## config.mk

```make
export PLATFORM = sky130hd
export DESIGN_NAME = cis_top
export DESIGN_NICKNAME = d
export VERILOG_FILES = /design/src/design/cis_pkg.sv /design/src/design/cis_entry_mem.sv /design/src/design/cis_top.sv
export SDC_FILE = /design/constraint.sdc
export NUM_CORES = 1
export LEC_CHECK = 0
export ABC_AREA = 0
export BUFFER_PORTS_ARGS = -buffer_cell sky130_fd_sc_hd__buf_2
export CORE_MARGIN = 5
export CORE_UTILIZATION = 60
export CTS_CLUSTER_SIZE = 40
export DETAILED_ROUTE_END_ITERATION = 12
export GPL_TIMING_DRIVEN = 0
export PLACE_DENSITY_LB_ADDON = 0.12
export SYNTH_ARGS = -nofsm -noshare
export SYNTH_HDL_FRONTEND = slang
export SYNTH_HIERARCHICAL = 1
export SYNTH_SLANG_ARGS = --single-unit
```

## constraint.sdc

```tcl
create_clock -name sys_clk_in -period 14.7 [get_ports sys_clk_in]
set_input_delay 2.205 -clock sys_clk_in [delete_from_list [all_inputs] [get_ports sys_clk_in]]
set_output_delay 2.205 -clock sys_clk_in [all_outputs]
set_load 0.01 [all_outputs]
```

## src/design/cis_pkg.sv

```systemverilog
// package: register map, field layout and constants for the channel input switch config block
//------------------------------------------------------------------------------
// Overview of operation
// - sink switch closes while active channel bit set
// - power-down forces the sink switch open
// - standby opens switch unless keep bit set
// - sink switch bits reset to zero
// - channels with the limit bit set compare results against limits
// - no limit compare while fifo disabled
// - five-bit positive selector per channel, reset zero
// - external input codes map to inputs 0-7
// - internal source codes map to internal signals
// - enabled channels sequence ascending, wrap, tag nibble
//------------------------------------------------------------------------------
`default_nettype none
package cis_pkg;
    localparam int unsigned NUM_CHAN = 16;
    localparam int unsigned ENTRY_W = 24;
    // field positions inside one channel entry
    localparam int unsigned ENABLE_BIT = 23;
    localparam int unsigned SINK_BIT = 19;
    localparam int unsigned LIMIT_BIT = 18;
    localparam int unsigned POS_HI = 17;
    localparam int unsigned POS_LO = 13;
    localparam logic [ENTRY_W-1:0] ENTRY0_RST = 24'h80_0000;
    localparam logic [ENTRY_W-1:0] ENTRYM_RST = 24'h00_0000;
    // control registers (entries sit at CHAN_BASE + 4*m)
    localparam logic [11:0] OFS_CTRL = 12'h000;
    localparam logic [11:0] OFS_LIMIT = 12'h004;
    localparam logic [11:0] OFS_STATUS = 12'h008;
    localparam logic [11:0] OFS_IRQ_STAT = 12'h00C;
    localparam logic [11:0] OFS_IRQ_MASK = 12'h010;
    localparam logic [11:0] OFS_RESULT = 12'h014;
    localparam logic [11:0] CHAN_BASE = 12'h040;
    // ctrl bits
    localparam int unsigned CTRL_PDOWN = 0;
    localparam int unsigned CTRL_STBY = 1;
    localparam int unsigned CTRL_KEEP = 2;
    localparam int unsigned CTRL_FIFO = 3;
    // irq bits
    localparam int unsigned IRQ_LOW = 0;
    localparam int unsigned IRQ_HIGH = 1;
    localparam int unsigned IRQ_DONE = 2;
    localparam int unsigned IRQ_W = 3;
    // positive selector decode: one-hot route to the input multiplexer
    localparam int unsigned ROUTE_W = 13;
    typedef struct packed {
        logic [ROUTE_W-1:0] route;   // 0..7 ext inputs, 8 temp, 9 nsup, 10 ref, 11 gnd, 12 mon
        logic sink;
        logic limit_chk;
    } cis_apply_t;
endpackage : cis_pkg
`default_nettype wire

```

## src/design/cis_entry_mem.sv

```systemverilog
// memory holding the per-channel entries, registered read port
`default_nettype none
module cis_entry_mem
    import cis_pkg::*;
#(
    parameter int unsigned DEPTH = NUM_CHAN,
    parameter int unsigned AW = 4
) (
    input wire logic sys_clk_in,
    input wire logic sys_rst_in,
    input wire logic wr_en_in,
    input wire logic [AW-1:0] wr_addr_in,
    input wire logic [ENTRY_W-1:0] wr_data_in,
    input wire logic [AW-1:0] rd_addr_in,
    output logic [ENTRY_W-1:0] rd_data_out
);
    // refuse a depth that the address cannot reach
    if (DEPTH > (1 << AW)) begin : g_depth_chk
        $error("depth exceeds address range");
    end
    logic [ENTRY_W-1:0] mem_q [DEPTH];
    // reset gives channel 0 enabled, all fields cleared otherwise
    always_ff @(posedge sys_clk_in or posedge sys_rst_in) begin
        if (sys_rst_in) begin
            for (int i = 0; i < DEPTH; i++) begin
                mem_q[i] <= (i == 0) ? ENTRY0_RST : ENTRYM_RST;
            end
            rd_data_out <= ENTRYM_RST;
        end else begin
            if (wr_en_in) begin
                mem_q[wr_addr_in] <= wr_data_in;
            end
            rd_data_out <= mem_q[rd_addr_in];
        end
    end
endmodule // cis_entry_mem
`default_nettype wire

```

## src/design/cis_top.sv

```systemverilog
// channel input switch configuration: apb registers, sequencer, switch, limit check
//
// Local design decisions: the address map and the APB interface to the registers.
`default_nettype none
module cis_top
    import cis_pkg::*;
(
    input wire logic sys_clk_in,
    input wire logic sys_rst_in,
    input wire logic psel,
    input wire logic penable,
    input wire logic pwrite,
    input wire logic [11:0] paddr,
    input wire logic [31:0] pwdata,
    output logic [31:0] prdata,
    output logic pready,
    output logic pslverr,
    input wire logic conv_done_in,         // one-cycle pulse, same clock
    input wire logic [23:0] conv_data_in,
    output logic sink_switch_pin_out,      // high closes switch to neg supply
    output logic [ROUTE_W-1:0] pos_route_out,
    output logic [3:0] active_chan_out,
    output logic irq_out
);
    //--------------------------------------------------------------------------
    // decode functions
    //--------------------------------------------------------------------------
    function automatic logic [ROUTE_W-1:0] decode_pos(input logic [4:0] code);
        logic [ROUTE_W-1:0] r;
        r = '0;
        case (code)
            5'h00: r[0] = 1'b1;
            5'h01: r[1] = 1'b1;
            5'h04: r[2] = 1'b1;
            5'h05: r[3] = 1'b1;
            5'h0A: r[4] = 1'b1;
            5'h0B: r[5] = 1'b1;
            5'h0E: r[6] = 1'b1;
            5'h0F: r[7] = 1'b1;
            5'h10: r[8] = 1'b1;
            5'h11: r[9] = 1'b1;
            5'h12: r[10] = 1'b1;
            5'h13: r[11] = 1'b1;
            5'h14: r[12] = 1'b1;
            default: r = '0; // reserved leaves input open
        endcase
        return r;
    endfunction

    function automatic logic is_chan(input logic [11:0] a);
        return (a >= CHAN_BASE) && (a < CHAN_BASE + 12'(NUM_CHAN * 4));
    endfunction

    //--------------------------------------------------------------------------
    // state
    //--------------------------------------------------------------------------
    typedef enum logic [1:0] {
        SQ_IDLE = 2'b00,
        SQ_FETCH = 2'b01,
        SQ_RUN = 2'b11
    } cis_seq_t;

    typedef struct packed {
        logic [3:0] ctrl;
        logic [23:0] lim_low;
        logic [23:0] lim_high;
        logic [IRQ_W-1:0] irq_stat;
        logic [IRQ_W-1:0] irq_mask;
        logic [23:0] result;
        logic [3:0] res_chan;
        cis_seq_t seq;
        logic [3:0] chan;
        logic [3:0] scan;
        cis_apply_t apply;
        logic [31:0] rdata;
        logic rd_mem;
    } cis_state_t;

    cis_state_t s_q, s_d;
    logic mem_we;
    logic [3:0] mem_addr;
    logic [ENTRY_W-1:0] mem_rd;
    logic acc;
    logic [ENTRY_W-1:0] fetched;
    logic sw_allow;
    logic below, above;

    assign acc = psel & penable;
    // memory reads use one extra cycle, so pready waits one cycle for entries
    assign pready = ~(acc & ~pwrite & is_chan(paddr) & ~s_q.rd_mem);
    assign pslverr = 1'b0;
    assign mem_we = acc & pwrite & is_chan(paddr);
    assign mem_addr = (psel & is_chan(paddr)) ? paddr[5:2] : s_q.scan;
    assign fetched = mem_rd;
    assign prdata = s_q.rdata;

    cis_entry_mem #(
        .DEPTH(NUM_CHAN),
        .AW(4)
    ) u_mem (
        .sys_clk_in(sys_clk_in),
        .sys_rst_in(sys_rst_in),
        .wr_en_in(mem_we),
        .wr_addr_in(paddr[5:2]),
        .wr_data_in(pwdata[ENTRY_W-1:0]),
        .rd_addr_in(mem_addr),
        .rd_data_out(mem_rd)
    );

    // switch gating by power mode
    assign sw_allow = ~s_q.ctrl[CTRL_PDOWN]
        & (~s_q.ctrl[CTRL_STBY] | s_q.ctrl[CTRL_KEEP]);
    assign sink_switch_pin_out = s_q.apply.sink & sw_allow;
    assign pos_route_out = s_q.apply.route;
    assign active_chan_out = s_q.chan;
    assign irq_out = |(s_q.irq_stat & s_q.irq_mask);
    assign below = $signed(conv_data_in) < $signed(s_q.lim_low);
    assign above = $signed(conv_data_in) > $signed(s_q.lim_high);

    //--------------------------------------------------------------------------
    // next state
    //--------------------------------------------------------------------------
    always_comb begin
        logic [IRQ_W-1:0] ev;
        ev = '0;
        s_d = s_q;
        s_d.rd_mem = 1'b0;
        // register writes
        if (acc & pwrite) begin
            case (paddr)
                OFS_CTRL: s_d.ctrl = pwdata[3:0];
                OFS_LIMIT: s_d.lim_low = pwdata[23:0];
                OFS_STATUS: s_d.lim_high = pwdata[23:0];
                OFS_IRQ_MASK: s_d.irq_mask = pwdata[IRQ_W-1:0];
                default: ;
            endcase
        end
        // control reads load in the setup cycle, so prdata already stands
        // in the zero-wait access cycle while still coming from a flip-flop
        if (psel & ~penable & ~pwrite & ~is_chan(paddr)) begin
            case (paddr)
                OFS_CTRL: s_d.rdata = {28'h000_0000, s_q.ctrl};
                OFS_LIMIT: s_d.rdata = {8'h00, s_q.lim_low};
                OFS_STATUS: s_d.rdata = {8'h00, s_q.lim_high};
                OFS_IRQ_STAT: s_d.rdata = {29'h000_0000, s_q.irq_stat};
                OFS_IRQ_MASK: s_d.rdata = {29'h000_0000, s_q.irq_mask};
                OFS_RESULT: s_d.rdata = {4'h0, s_q.res_chan, s_q.result};
                default: s_d.rdata = 32'h0000_0000;
            endcase
        end
        // entry reads take the memory's registered output, one wait state
        if (acc & ~pwrite & is_chan(paddr)) begin
            s_d.rd_mem = ~s_q.rd_mem;
            s_d.rdata = {8'h00, fetched};
        end
        // sequencer: scan upward from the channel after the current one
        case (s_q.seq)
            SQ_IDLE: begin
                if (~(psel & is_chan(paddr)) & ~s_q.ctrl[CTRL_PDOWN]) begin
                    s_d.seq = SQ_FETCH;
                end
            end
            SQ_FETCH: begin
                // memory output now holds entry at scan
                if (psel & is_chan(paddr)) begin
                    s_d.seq = SQ_IDLE;
                end else if (fetched[ENABLE_BIT]) begin
                    s_d.chan = s_q.scan;
                    s_d.apply.sink = fetched[SINK_BIT];
                    s_d.apply.limit_chk = fetched[LIMIT_BIT];
                    s_d.apply.route = decode_pos(fetched[POS_HI:POS_LO]);
                    s_d.seq = SQ_RUN;
                end else begin
                    s_d.scan = s_q.scan + 4'h1; // ascending, wraps at 15
                    s_d.seq = SQ_IDLE;
                end
            end
            SQ_RUN: begin
                if (conv_done_in) begin
                    s_d.result = conv_data_in;
                    s_d.res_chan = s_q.chan;
                    ev[IRQ_DONE] = 1'b1;
                    if (s_q.apply.limit_chk & s_q.ctrl[CTRL_FIFO]) begin
                        ev[IRQ_LOW] = below;
                        ev[IRQ_HIGH] = above;
                    end
                    s_d.scan = s_q.chan + 4'h1;
                    s_d.seq = SQ_IDLE;
                end
            end
            default: s_d.seq = SQ_IDLE;
        endcase
        // sticky status: write one clears, a new event wins
        if (acc & pwrite & (paddr == OFS_IRQ_STAT)) begin
            s_d.irq_stat = s_q.irq_stat & ~pwdata[IRQ_W-1:0];
        end
        s_d.irq_stat = s_d.irq_stat | ev;
    end

    always_ff @(posedge sys_clk_in or posedge sys_rst_in) begin
        if (sys_rst_in) begin
            s_q <= '{ctrl: 4'h0, lim_low: 24'h00_0000, lim_high: 24'h00_0000,
                     irq_stat: '0, irq_mask: '0, result: 24'h00_0000, res_chan: 4'h0,
                     seq: SQ_IDLE, chan: 4'h0, scan: 4'h0,
                     apply: '{route: '0, sink: 1'b0, limit_chk: 1'b0},
                     rdata: 32'h0000_0000, rd_mem: 1'b0};
        end else begin
            s_q <= s_d;
        end
    end
endmodule // cis_top
`default_nettype wire

```

-- After elaboration in Yosys (flattened, before gate mapping)
Index checks and enable logic that the tools add are counted.
W data, S select, Z words.
- $add $sub $neg: 2
- order comparisons: 7
- equality and inequality tests: 23
- multiplexer cells: 37
- bitwise operators: 30
- reductions and logical operators: 16
- operators by type and width (operator ; count):
    $bwmux W384 ; 1
    $pmux W28 S6 ; 1
    $bmux W24 S4 ; 1
    $demux W24 S4 ; 1
    $mux W24 ; 3
    $mux W33 ; 1
    $mux W32 ; 1
    $eq A5 B5 Y1 const B ; 5
    $eq A12 B4 Y1 const B ; 2
    $eq A12 B5 Y1 const B ; 2
    $gt A24 B24 Y1 ; 1
    $lt A24 B24 Y1 ; 1
    $eq A5 B4 Y1 const B ; 4
    $mux W19 ; 1
    $and A1 B1 Y1 ; 15
    $mux W15 ; 1
    $mux W1 ; 13
    $eq A12 B3 Y1 const B ; 1
    $ge A12 B7 Y1 const B ; 1
    $logic_not A12 Y1 ; 1
    $lt A12 B8 Y1 const B ; 1
    $mux W4 ; 3
    $reduce_and A2 Y1 ; 6
    $eq A5 B3 Y1 const B ; 2
    other kinds (24) ; 46
- bits in registers: 552
- output and inout port bits: 53
- word-level logic and storage cells: 147

-- Logic depth before layout (Yosys ltp)
Gate-level depths: netlist (run 1).
- depth in word-level cells: 8
- mapped depth: 12
- depth with buffers taken out: 8

-- Hierarchy
Netlist (run 1), hierarchy kept.
- modules (own cells, without submodules) (module ; instances ; cells each ; area an instance (um^2) ; seq. area each (um^2)):
    cis_entry_mem ; 1 ; 1084 ; 17735.8 ; 10211.0
    cis_top ; 1 ; 737 ; 7739.9 ; 3503.4

-- Least setup slack after synthesis (run 1)
OpenSTA, ideal clock, no wires.
- path kind: in2out
- start: input port paddr[9]
- end: output port pready
- arrival: 3068 ps
- required time: 12495 ps
- slack: 9427 ps
- cell stages on the path: 5
- cells stage by stage: nor3_2 -> and3_1 -> and3_1 -> buf_2 -> nand2b_1
- longest elaborated chain between the ends: 5
- elaborated cells between the ends (all ways): 6
- those cells by class: 2 x order compare; 3 x bitwise; 1 x reduce/logical
- ends and longest elaborated chain (item ; RTL line ; source):
    from (decl) ; cis_top.sv:13 ; input wire logic [11:0] paddr,
    $ge A12 B7 Y1 or $lt A12 B8 Y1 (tied branches) ; cis_top.sv:51 ; return (a >= CHAN_BASE) && (a < CHAN_BASE + 12'(NUM_CHAN * 4));
    $logic_and A1 B1 Y1 (*) ; cis_top.sv:51 ;
    $and A1 B1 Y1 (*) (2 in a row) ; cis_top.sv:90 ; assign pready = ~(acc & ~pwrite & is_chan(paddr) & ~s_q.rd_mem);
    $not A1 Y1 (*) ; cis_top.sv:90 ;
    to (decl) ; cis_top.sv:16 ; output logic pready,
Mark *: on every way between the ends. The rest lies on a longest branch, timed or not.

-- Worst setup path in the final report (run 1)
Ends and elaborated chain as after synthesis.

==> summary.txt, run 1 <==
Outcome = finished, final reports clean
Crit path to = pready
Post-CTS Hold Fix Bufs = 0
FMAX = 0.176 GHz
FF-to-FF Start = s_q[49]$_DFFE_PP0P_
R2R Path End = u_mem/rd_data_out[3]$_DFF_PP0_
R2R depth = 7
Top Ports = 127
EDFF count, synth = 0
Remaining DRCs = 0
Worst EP required = 12.49 ns
Tmin final = 5.68 ns
Die area = 46700 sq um
Final nets = 2122
Gp weighted congestion = 0.915
Final Worst Setup Slack = 9.02 ns
Grt ovf = 0
Iter 0 DRT Violations = 1445
Post-synth cell types = 64
Port Buffer Count = 112
Final Skew = 0.0177 ns
Total track usage = 28.0%
Die W = 216 um
Synthesized cell area = 25500 sq um
Post-Place Setup Slack = 8.75 ns
Vias = 16.2k
Max incr delay on CP = 0.30 ns
Cell count after synthesis = 1821
Avg Inst Size Synth = 14.0 sq um
Final wirelength = 64.7 mm
CP endpoint kind = output port
Critical path, cell by cell = buf_2 -> nor3_2 -> and3_1 -> and3_1 -> buf_2 -> nand2b_1 -> buf_2
Seq/Total Area, Yosys = 53.8%
Area Overhead vs Synth = 13.2%
Dominant synthesized flop cell = dfrtp_1
Filler cells = 2955
Antenna-violating nets left = 0
P_leak = 14.4 nW
Skew-Pair Late Insertion Delay = 0.61 ns
Starting density of the core = 60.7%
CP Class = primary input to output port
Hold Vio Cnt, Final = 0
HPWL Detailed = 45.6 mm
Fin. max-slew vios = 0
Period utilization = 38.6%
Fin Setup TNS = 0 ns
Rel. slew slack = 31.4%
First-pass GRT wire length = 102 mm
Clk sinks = 548
CP max stage cell = and3_1
Worst slew pin tran = 1.03 ns
Core footprint = 41900 sq um
H-tree levels = 2
Arr. time, crit path = 3.47 ns
Avg WL per Cell = 25.1 um
Nature of the critical path startpoint = primary input
Max Cap Viol = 0
Layout cells sized above 1 = 40.7%
Peak VDD IR = 0.000107 V
Hold WC Path Type = flip-flop to flip-flop
Power per cell area = 124 nW/um^2
CP most frequent cell = buf_2
Vias in the first global route = 17.0k
Final setup fails = 0
Clock Path Buffers = 3
CTS resizes = 0
CTS tree = built
FF+latch count, synth = 548
Min Hold Slack = 0.486 ns
Initial DRT Pass Iterations = 6
Yosys warning count = 6
Asr flop ratio synth = 100%
Worst-path clk slew = 0.07 ns
Largest net degree at the start of global routing = 126
Die Y = 216 um
DP Cell Count = 2480
Via/cell ratio = 6.27
Finished Layout Cells = 2584
CTS Root Cell = clkbuf_16
RSZ-0062 raised after global routing = false
TritonCTS Buffers = 56
Crit path launch = paddr[9]
CP max FO = 7
Initial antenna violation count = 1
R2r setup slk = 11.44 ns
Core Rows = 75
Number of setup buffers added after CTS = 0
-- stage by stage --
| stage | instance area [sq um] | util (%) | power, W |
|---|---|---|---|
| 2_1_floorplan | 25500 | - | 0.00191 |
| 3_3_place_gp | 26700 | 63.7 | 0.00209 |
| 3_5_place_dp | 26800 | 64.0 | 0.00210 |
| 4_1_cts | 28800 | 68.8 | 0.00361 |
| 5_1_grt | 28800 | 68.8 | 0.00371 |
| 6_report | 28800 | 68.8 | 0.00359 |
-- critical path, delay by kind of cell --
| kind | cells | cell delay (ns) |
|---|---|---|
| buffers and inverters | 3 | 0.46 |
| AND/OR/NAND/NOR | 4 | 0.81 |
-- how the worst min path moves through the flow --
stage	from	to	slack, ns	cells after the start
floorplan	pos_route_out[0]$_DFFE_PP0P_	pos_route_out[0]$_DFFE_PP0P_	0.44	2
global placement	pos_route_out[1]$_DFFE_PP0P_	pos_route_out[1]$_DFFE_PP0P_	0.46	2
detailed placement	u_mem/rd_data_out[10]$_DFF_PP0_	prdata[10]$_DFFE_PP0P_	0.47	2
CTS	u_mem/rd_data_out[7]$_DFF_PP0_	prdata[7]$_DFFE_PP0P_	0.49	2
global route	u_mem/rd_data_out[3]$_DFF_PP0_	prdata[3]$_DFFE_PP0P_	0.51	2
finish	prdata[0]$_DFFE_PP0P_	prdata[0]$_DFFE_PP0P_	0.49	2
-- power by group --
group	internal, W	switching, W	total [W]
clock network	0.000919	0.000595	0.00151
registers	0.00153	0.0000166	0.00154
logic	0.000177	0.000353	0.000530
-- logic make-up after synthesis --
group,Yosys count,synth area share [%]
adder cells (fa/ha/maj),49,2.41
AND/OR/NAND/NOR,203,4.10
buffers and inverters,238,4.74
other,1,0.0147
multiplexers,555,28.8
AO/OA/AOI/OAI,225,6.08
XOR/XNOR,2,0.0688
flip-flops,548,53.8
-- final cells by class --
cell class	count	area (sq um)	area share [%]
multi-input cells	1039	10600	36.6
clock buffers	93	1800	6.25
flip-flops and latches	548	13700	47.5
clock inverters	10	189	0.655
inverters	58	230	0.798
diodes	1	2.50	0.00868
plain buffers	180	991	3.44
repair buffers	116	671	2.33
well taps	539	674	2.34
-- registers in the layout, indices dropped and copies added, names as in the netlist --
name               count
u_mem/mem_q          384
prdata                28
s_q                   95
active_chan_out        4
u_mem/rd_data_out     24
pos_route_out         13
-- placed cells by master, fill, tap and decap left out, types with 8 or more instances in the layout --
cell type  instances
a21oi_1           21
a222oi_1          20
a22oi_1           73
buf_2            166
buf_4             60
clkbuf_1          76
clkbuf_16         58
clkbuf_8          22
dfrtp_1          547
ha_1              49
inv_1             56
mux2_1            57
mux2_2           398
mux4_2            96
nand2_1           94
nand2b_1           9
nand3_1           13
nand4_1           14
nor2_1            22
nor2b_1            8
o21ai_0           45
o21ai_1           20
-- cell usage after synthesis, types with 2 or more instances --
cell	number	area share (%)
nand3_1	13	0.26
mux2i_1	4	0.16
o21a_1	2	0.059
mux4_2	96	8.5
a222oi_1	20	0.79
buf_2	54	1.1
a221o_1	2	0.079
a21oi_1	21	0.41
nand4_1	14	0.34
buf_4	60	1.8
o21ai_0	45	0.88
nand3b_1	4	0.12
and3_1	6	0.15
nor2_1	22	0.32
o211ai_1	3	0.088
a31oi_1	2	0.049
nor3_1	5	0.098
nor4_1	2	0.049
a22o_1	4	0.14
ha_1	49	2.4
o41ai_1	6	0.21
buf_6	3	0.13
mux2_2	398	18
nor4_2	3	0.15
nor3_2	2	0.079
clkbuf_1	63	0.93
or3_1	7	0.17
o32ai_1	2	0.069
nand2b_1	9	0.22
nand2_1	94	1.4
dfrtp_1	547	54
nor2b_1	8	0.20
o31ai_1	7	0.21
nor3b_2	2	0.098
a211oi_1	3	0.088
a21o_1	7	0.21
a22oi_1	73	2.2
inv_1	58	0.85
o21ai_1	20	0.39
mux2_1	57	2.5
-- per-layer routing --
| metal | GRT usage, % | wire (um) | vias up |
|---|---|---|---|
| li1 | - | - | 7033 |
| met1 | 38.9 | 27300 | 8484 |
| met2 | 45.1 | 30800 | 571 |
| met3 | 6.49 | 4700 | 124 |
| met4 | 8.03 | 1970 | 0 |
| met5 | 0 | 0 | - |
Power figures use the tool's default switching activity.
==> run 2: changes to the inputs <==
CORE_UTILIZATION = 56   (was 60)
clock period = 5.14 ns   (was 14.7 ns; I/O delays follow)
==> summary.txt, run 2 (synthesis results as in run 1) <==
TritonCTS Buffers = 55 (was 56)
Worst slew pin tran = 1.01 ns (was 1.03 ns)
Nature of the critical path startpoint = primary input (unchanged)
First-pass GRT wire length = 101 mm (was 102 mm)
Switching fraction of total power = 27.4% (was 26.9%)
FMAX = 0.266 GHz
Final wirelength = 64.2 mm (was 64.7 mm)
Clock Path Buffers = 3 (unchanged)
Tmin final = 3.77 ns
Most common cell after layout, fill and taps aside = dfrtp_1 (unchanged)
Layout cells sized above 1 = 40.5% (was 40.7%)
Rel. slew slack = 32.9% (was 31.4%)
Fin Setup TNS = 0 ns (unchanged)
Clk sinks = 548 (unchanged)
Hold Vio Cnt, Final = 0 (unchanged)
RSZ-0062 raised after global routing = false (unchanged)
Grt ovf = 0 (unchanged)
Clock network power share = 39.3% (was 42.2%)
Internal = 0.00709 W (was 0.00262 W)
Final Skew = 0.0103 ns (was 0.0177 ns)
DR WL met2 = 30.3 mm (was 30.8 mm)
Peak VDD IR = 0.000298 V (was 0.000107 V)
Die area = 49900 sq um (was 46700 sq um)
Core footprint = 45200 sq um (was 41900 sq um)
CTS Root Cell = clkbuf_16 (unchanged)
CP most frequent cell = clkbuf_1 (was buf_2)
Largest net degree at the start of global routing = 76 (was 126)
Final nets = 2129 (was 2122)
Max Cap Viol = 0 (unchanged)
Critical path's top delay family = buffers and inverters (was simple AND/OR/NAND/NOR gates)
Critical path, cell by cell = buf_2 -> nor3_2 -> and3_1 -> nand2_1 -> clkbuf_1 -> mux2_2 -> clkbuf_1 -> clkbuf_1 -> buf_2 -> mux4_2 -> a22oi_1 -> nand2_1 (was buf_2 -> nor3_2 -> and3_1 -> and3_1 -> buf_2 -> nand2b_1 -> buf_2)
Crit path buf inv count = 5 (was 3)
HPWL Detailed = 46.7 mm (was 45.6 mm)
Die W = 223 um (was 216 um)
Vias in the first global route = 16.9k (was 17.0k)
Antenna-violating nets left = 0 (unchanged)
Initial DRT Pass Iterations = 7 (was 6)
Commonest non-fill, non-tap cells in the layout = dfrtp_1 (547), mux2_2 (398), buf_2 (166) (unchanged)
Number of setup buffers added after CTS = 0 (unchanged)
DRT met1 WL = 28.9 mm (was 27.3 mm)
Remaining DRCs = 0 (unchanged)
Die Y = 223 um (was 216 um)
DP Area = 27100 sq um (was 26800 sq um)
Skew-Pair Late Insertion Delay = 0.61 ns (about the same)
CTS resizes = 0 (unchanged)
Total track usage = 26.1% (was 28.0%)
Met3 WL = 3.30 mm (was 4.70 mm)
Most flop-heavy register = u_mem/mem_q (unchanged)
Combinational share of power = 15.5% (was 14.8%)
Worst-path clk slew = 0.06 ns (was 0.07 ns)
DP Cell Count = 2549 (was 2480)
Gp weighted congestion = 0.872 (was 0.915)
Top layer in use = met4 (unchanged)
Power per cell area = 339 nW/um^2 (was 124 nW/um^2)
Arr. time, crit path = 4.24 ns (was 3.47 ns)
CP endpoint kind = flip-flop (was output port)
CTS tree = built (unchanged)
Area Overhead vs Synth = 12.9% (was 13.2%)
Avg WL per Cell = 24.3 um (was 25.1 um)
Reg power frac = 45.2% (was 43.0%)
Via/cell ratio = 6.06 (was 6.27)
CP max FO = 10 (was 7)
CP max stage cell = clkbuf_1 (was and3_1)
Vias = 16.0k (was 16.2k)
Finished Layout Cells = 2641 (was 2584)
Core Rows = 78 (was 75)
Iter 0 DRT Violations = 1298 (was 1445)
Initial antenna violation count = 1 (unchanged)
Top Ports = 127 (unchanged)
P_leak = 14.3 nW (was 14.4 nW)
Port Buffer Count = 112 (unchanged)
Outcome = finished, final reports clean (unchanged)
Final setup fails = 0 (unchanged)
NetSw = 0.00267 W (was 0.000964 W)
Worst EP required = 5.61 ns (was 12.49 ns)
Final instance area = 28800 sq um (about the same)
Post-CTS Hold Fix Bufs = 0 (unchanged)
H-tree levels = 2 (unchanged)
CP Class = primary input to flip-flop (was primary input to output port)
Starting density of the core = 56.4% (was 60.7%)
Fin. max-slew vios = 0 (unchanged)
Period utilization = 73.3%
Hold WC Path Type = primary input to async pin (was flip-flop to flip-flop)
Max incr delay on CP = 0.61 ns (was 0.30 ns)
Max reg flops = 384 (unchanged)
-- run 2: layout make-up --
class                           instances  area, sq um
Inverter                               58          226
Multi-Input combinational cell       1039        10600
Clock buffer                           86         1670
Tap cell                              600          751
Sequential cell                       548        13700
Fill cell                            3427        16400
Clock inverter                          4         35.0
Buffer                                180          991
Timing Repair Buffer                  124          808
Antenna cell                            2         5.00
-- run 2: power by group through the flow --
stage                     registers (W)  clock network (W)  logic [W]
after floorplan                 0.00448                  0   0.000977
after global placement          0.00449                  0    0.00149
after detailed placement        0.00449                  0    0.00153
after CTS                       0.00441            0.00393    0.00153
after global routing            0.00442            0.00410    0.00162
final                           0.00441            0.00384    0.00151
-- run 2: through the flow --
| step | total power [W] | util [%] | hold WS [ns] | setup slack (ns) |
|---|---|---|---|---|
| final | 0.00976 | 63.7 | 0.178 | 1.37 |
| after global routing | 0.0101 | 63.7 | 0.185 | 1.26 |
| after CTS | 0.00987 | 63.7 | 0.151 | 1.43 |
| after detailed placement | 0.00602 | 59.9 | 0.467 | 0.798 |
| after global placement | 0.00599 | 59.3 | 0.462 | -3.26 |
| after floorplan | 0.00545 | - | 0.444 | -1.13 |
-- run 2: layer usage --
metal	vias to the layer above	global-route usage, %
li1	7025	-
met4	0	7.83
met5	-	0
met2	439	40.7
met3	101	4.78
met1	8447	37.9
-- run 2: worst paths after layout --
path	from	end	slack, ns	cells after the start
min reg2reg	pos_route_out[5]$_DFFE_PP0P_	pos_route_out[5]$_DFFE_PP0P_	0.48	2
min	sys_rst_in	u_mem/mem_q[4]$_DFFE_PP0P_	0.18	2
min in group sys_clk_in	conv_done_in	s_q[56]$_DFFE_PP0P_	0.41	2
max	paddr[9]	u_mem/rd_data_out[9]$_DFF_PP0_	1.37	12
max in group asynchronous	sys_rst_in	u_mem/mem_q[255]$_DFFE_PP0P_	3.08	8
max reg2reg	s_q[49]$_DFFE_PP0P_	u_mem/rd_data_out[9]$_DFF_PP0_	2.16	7
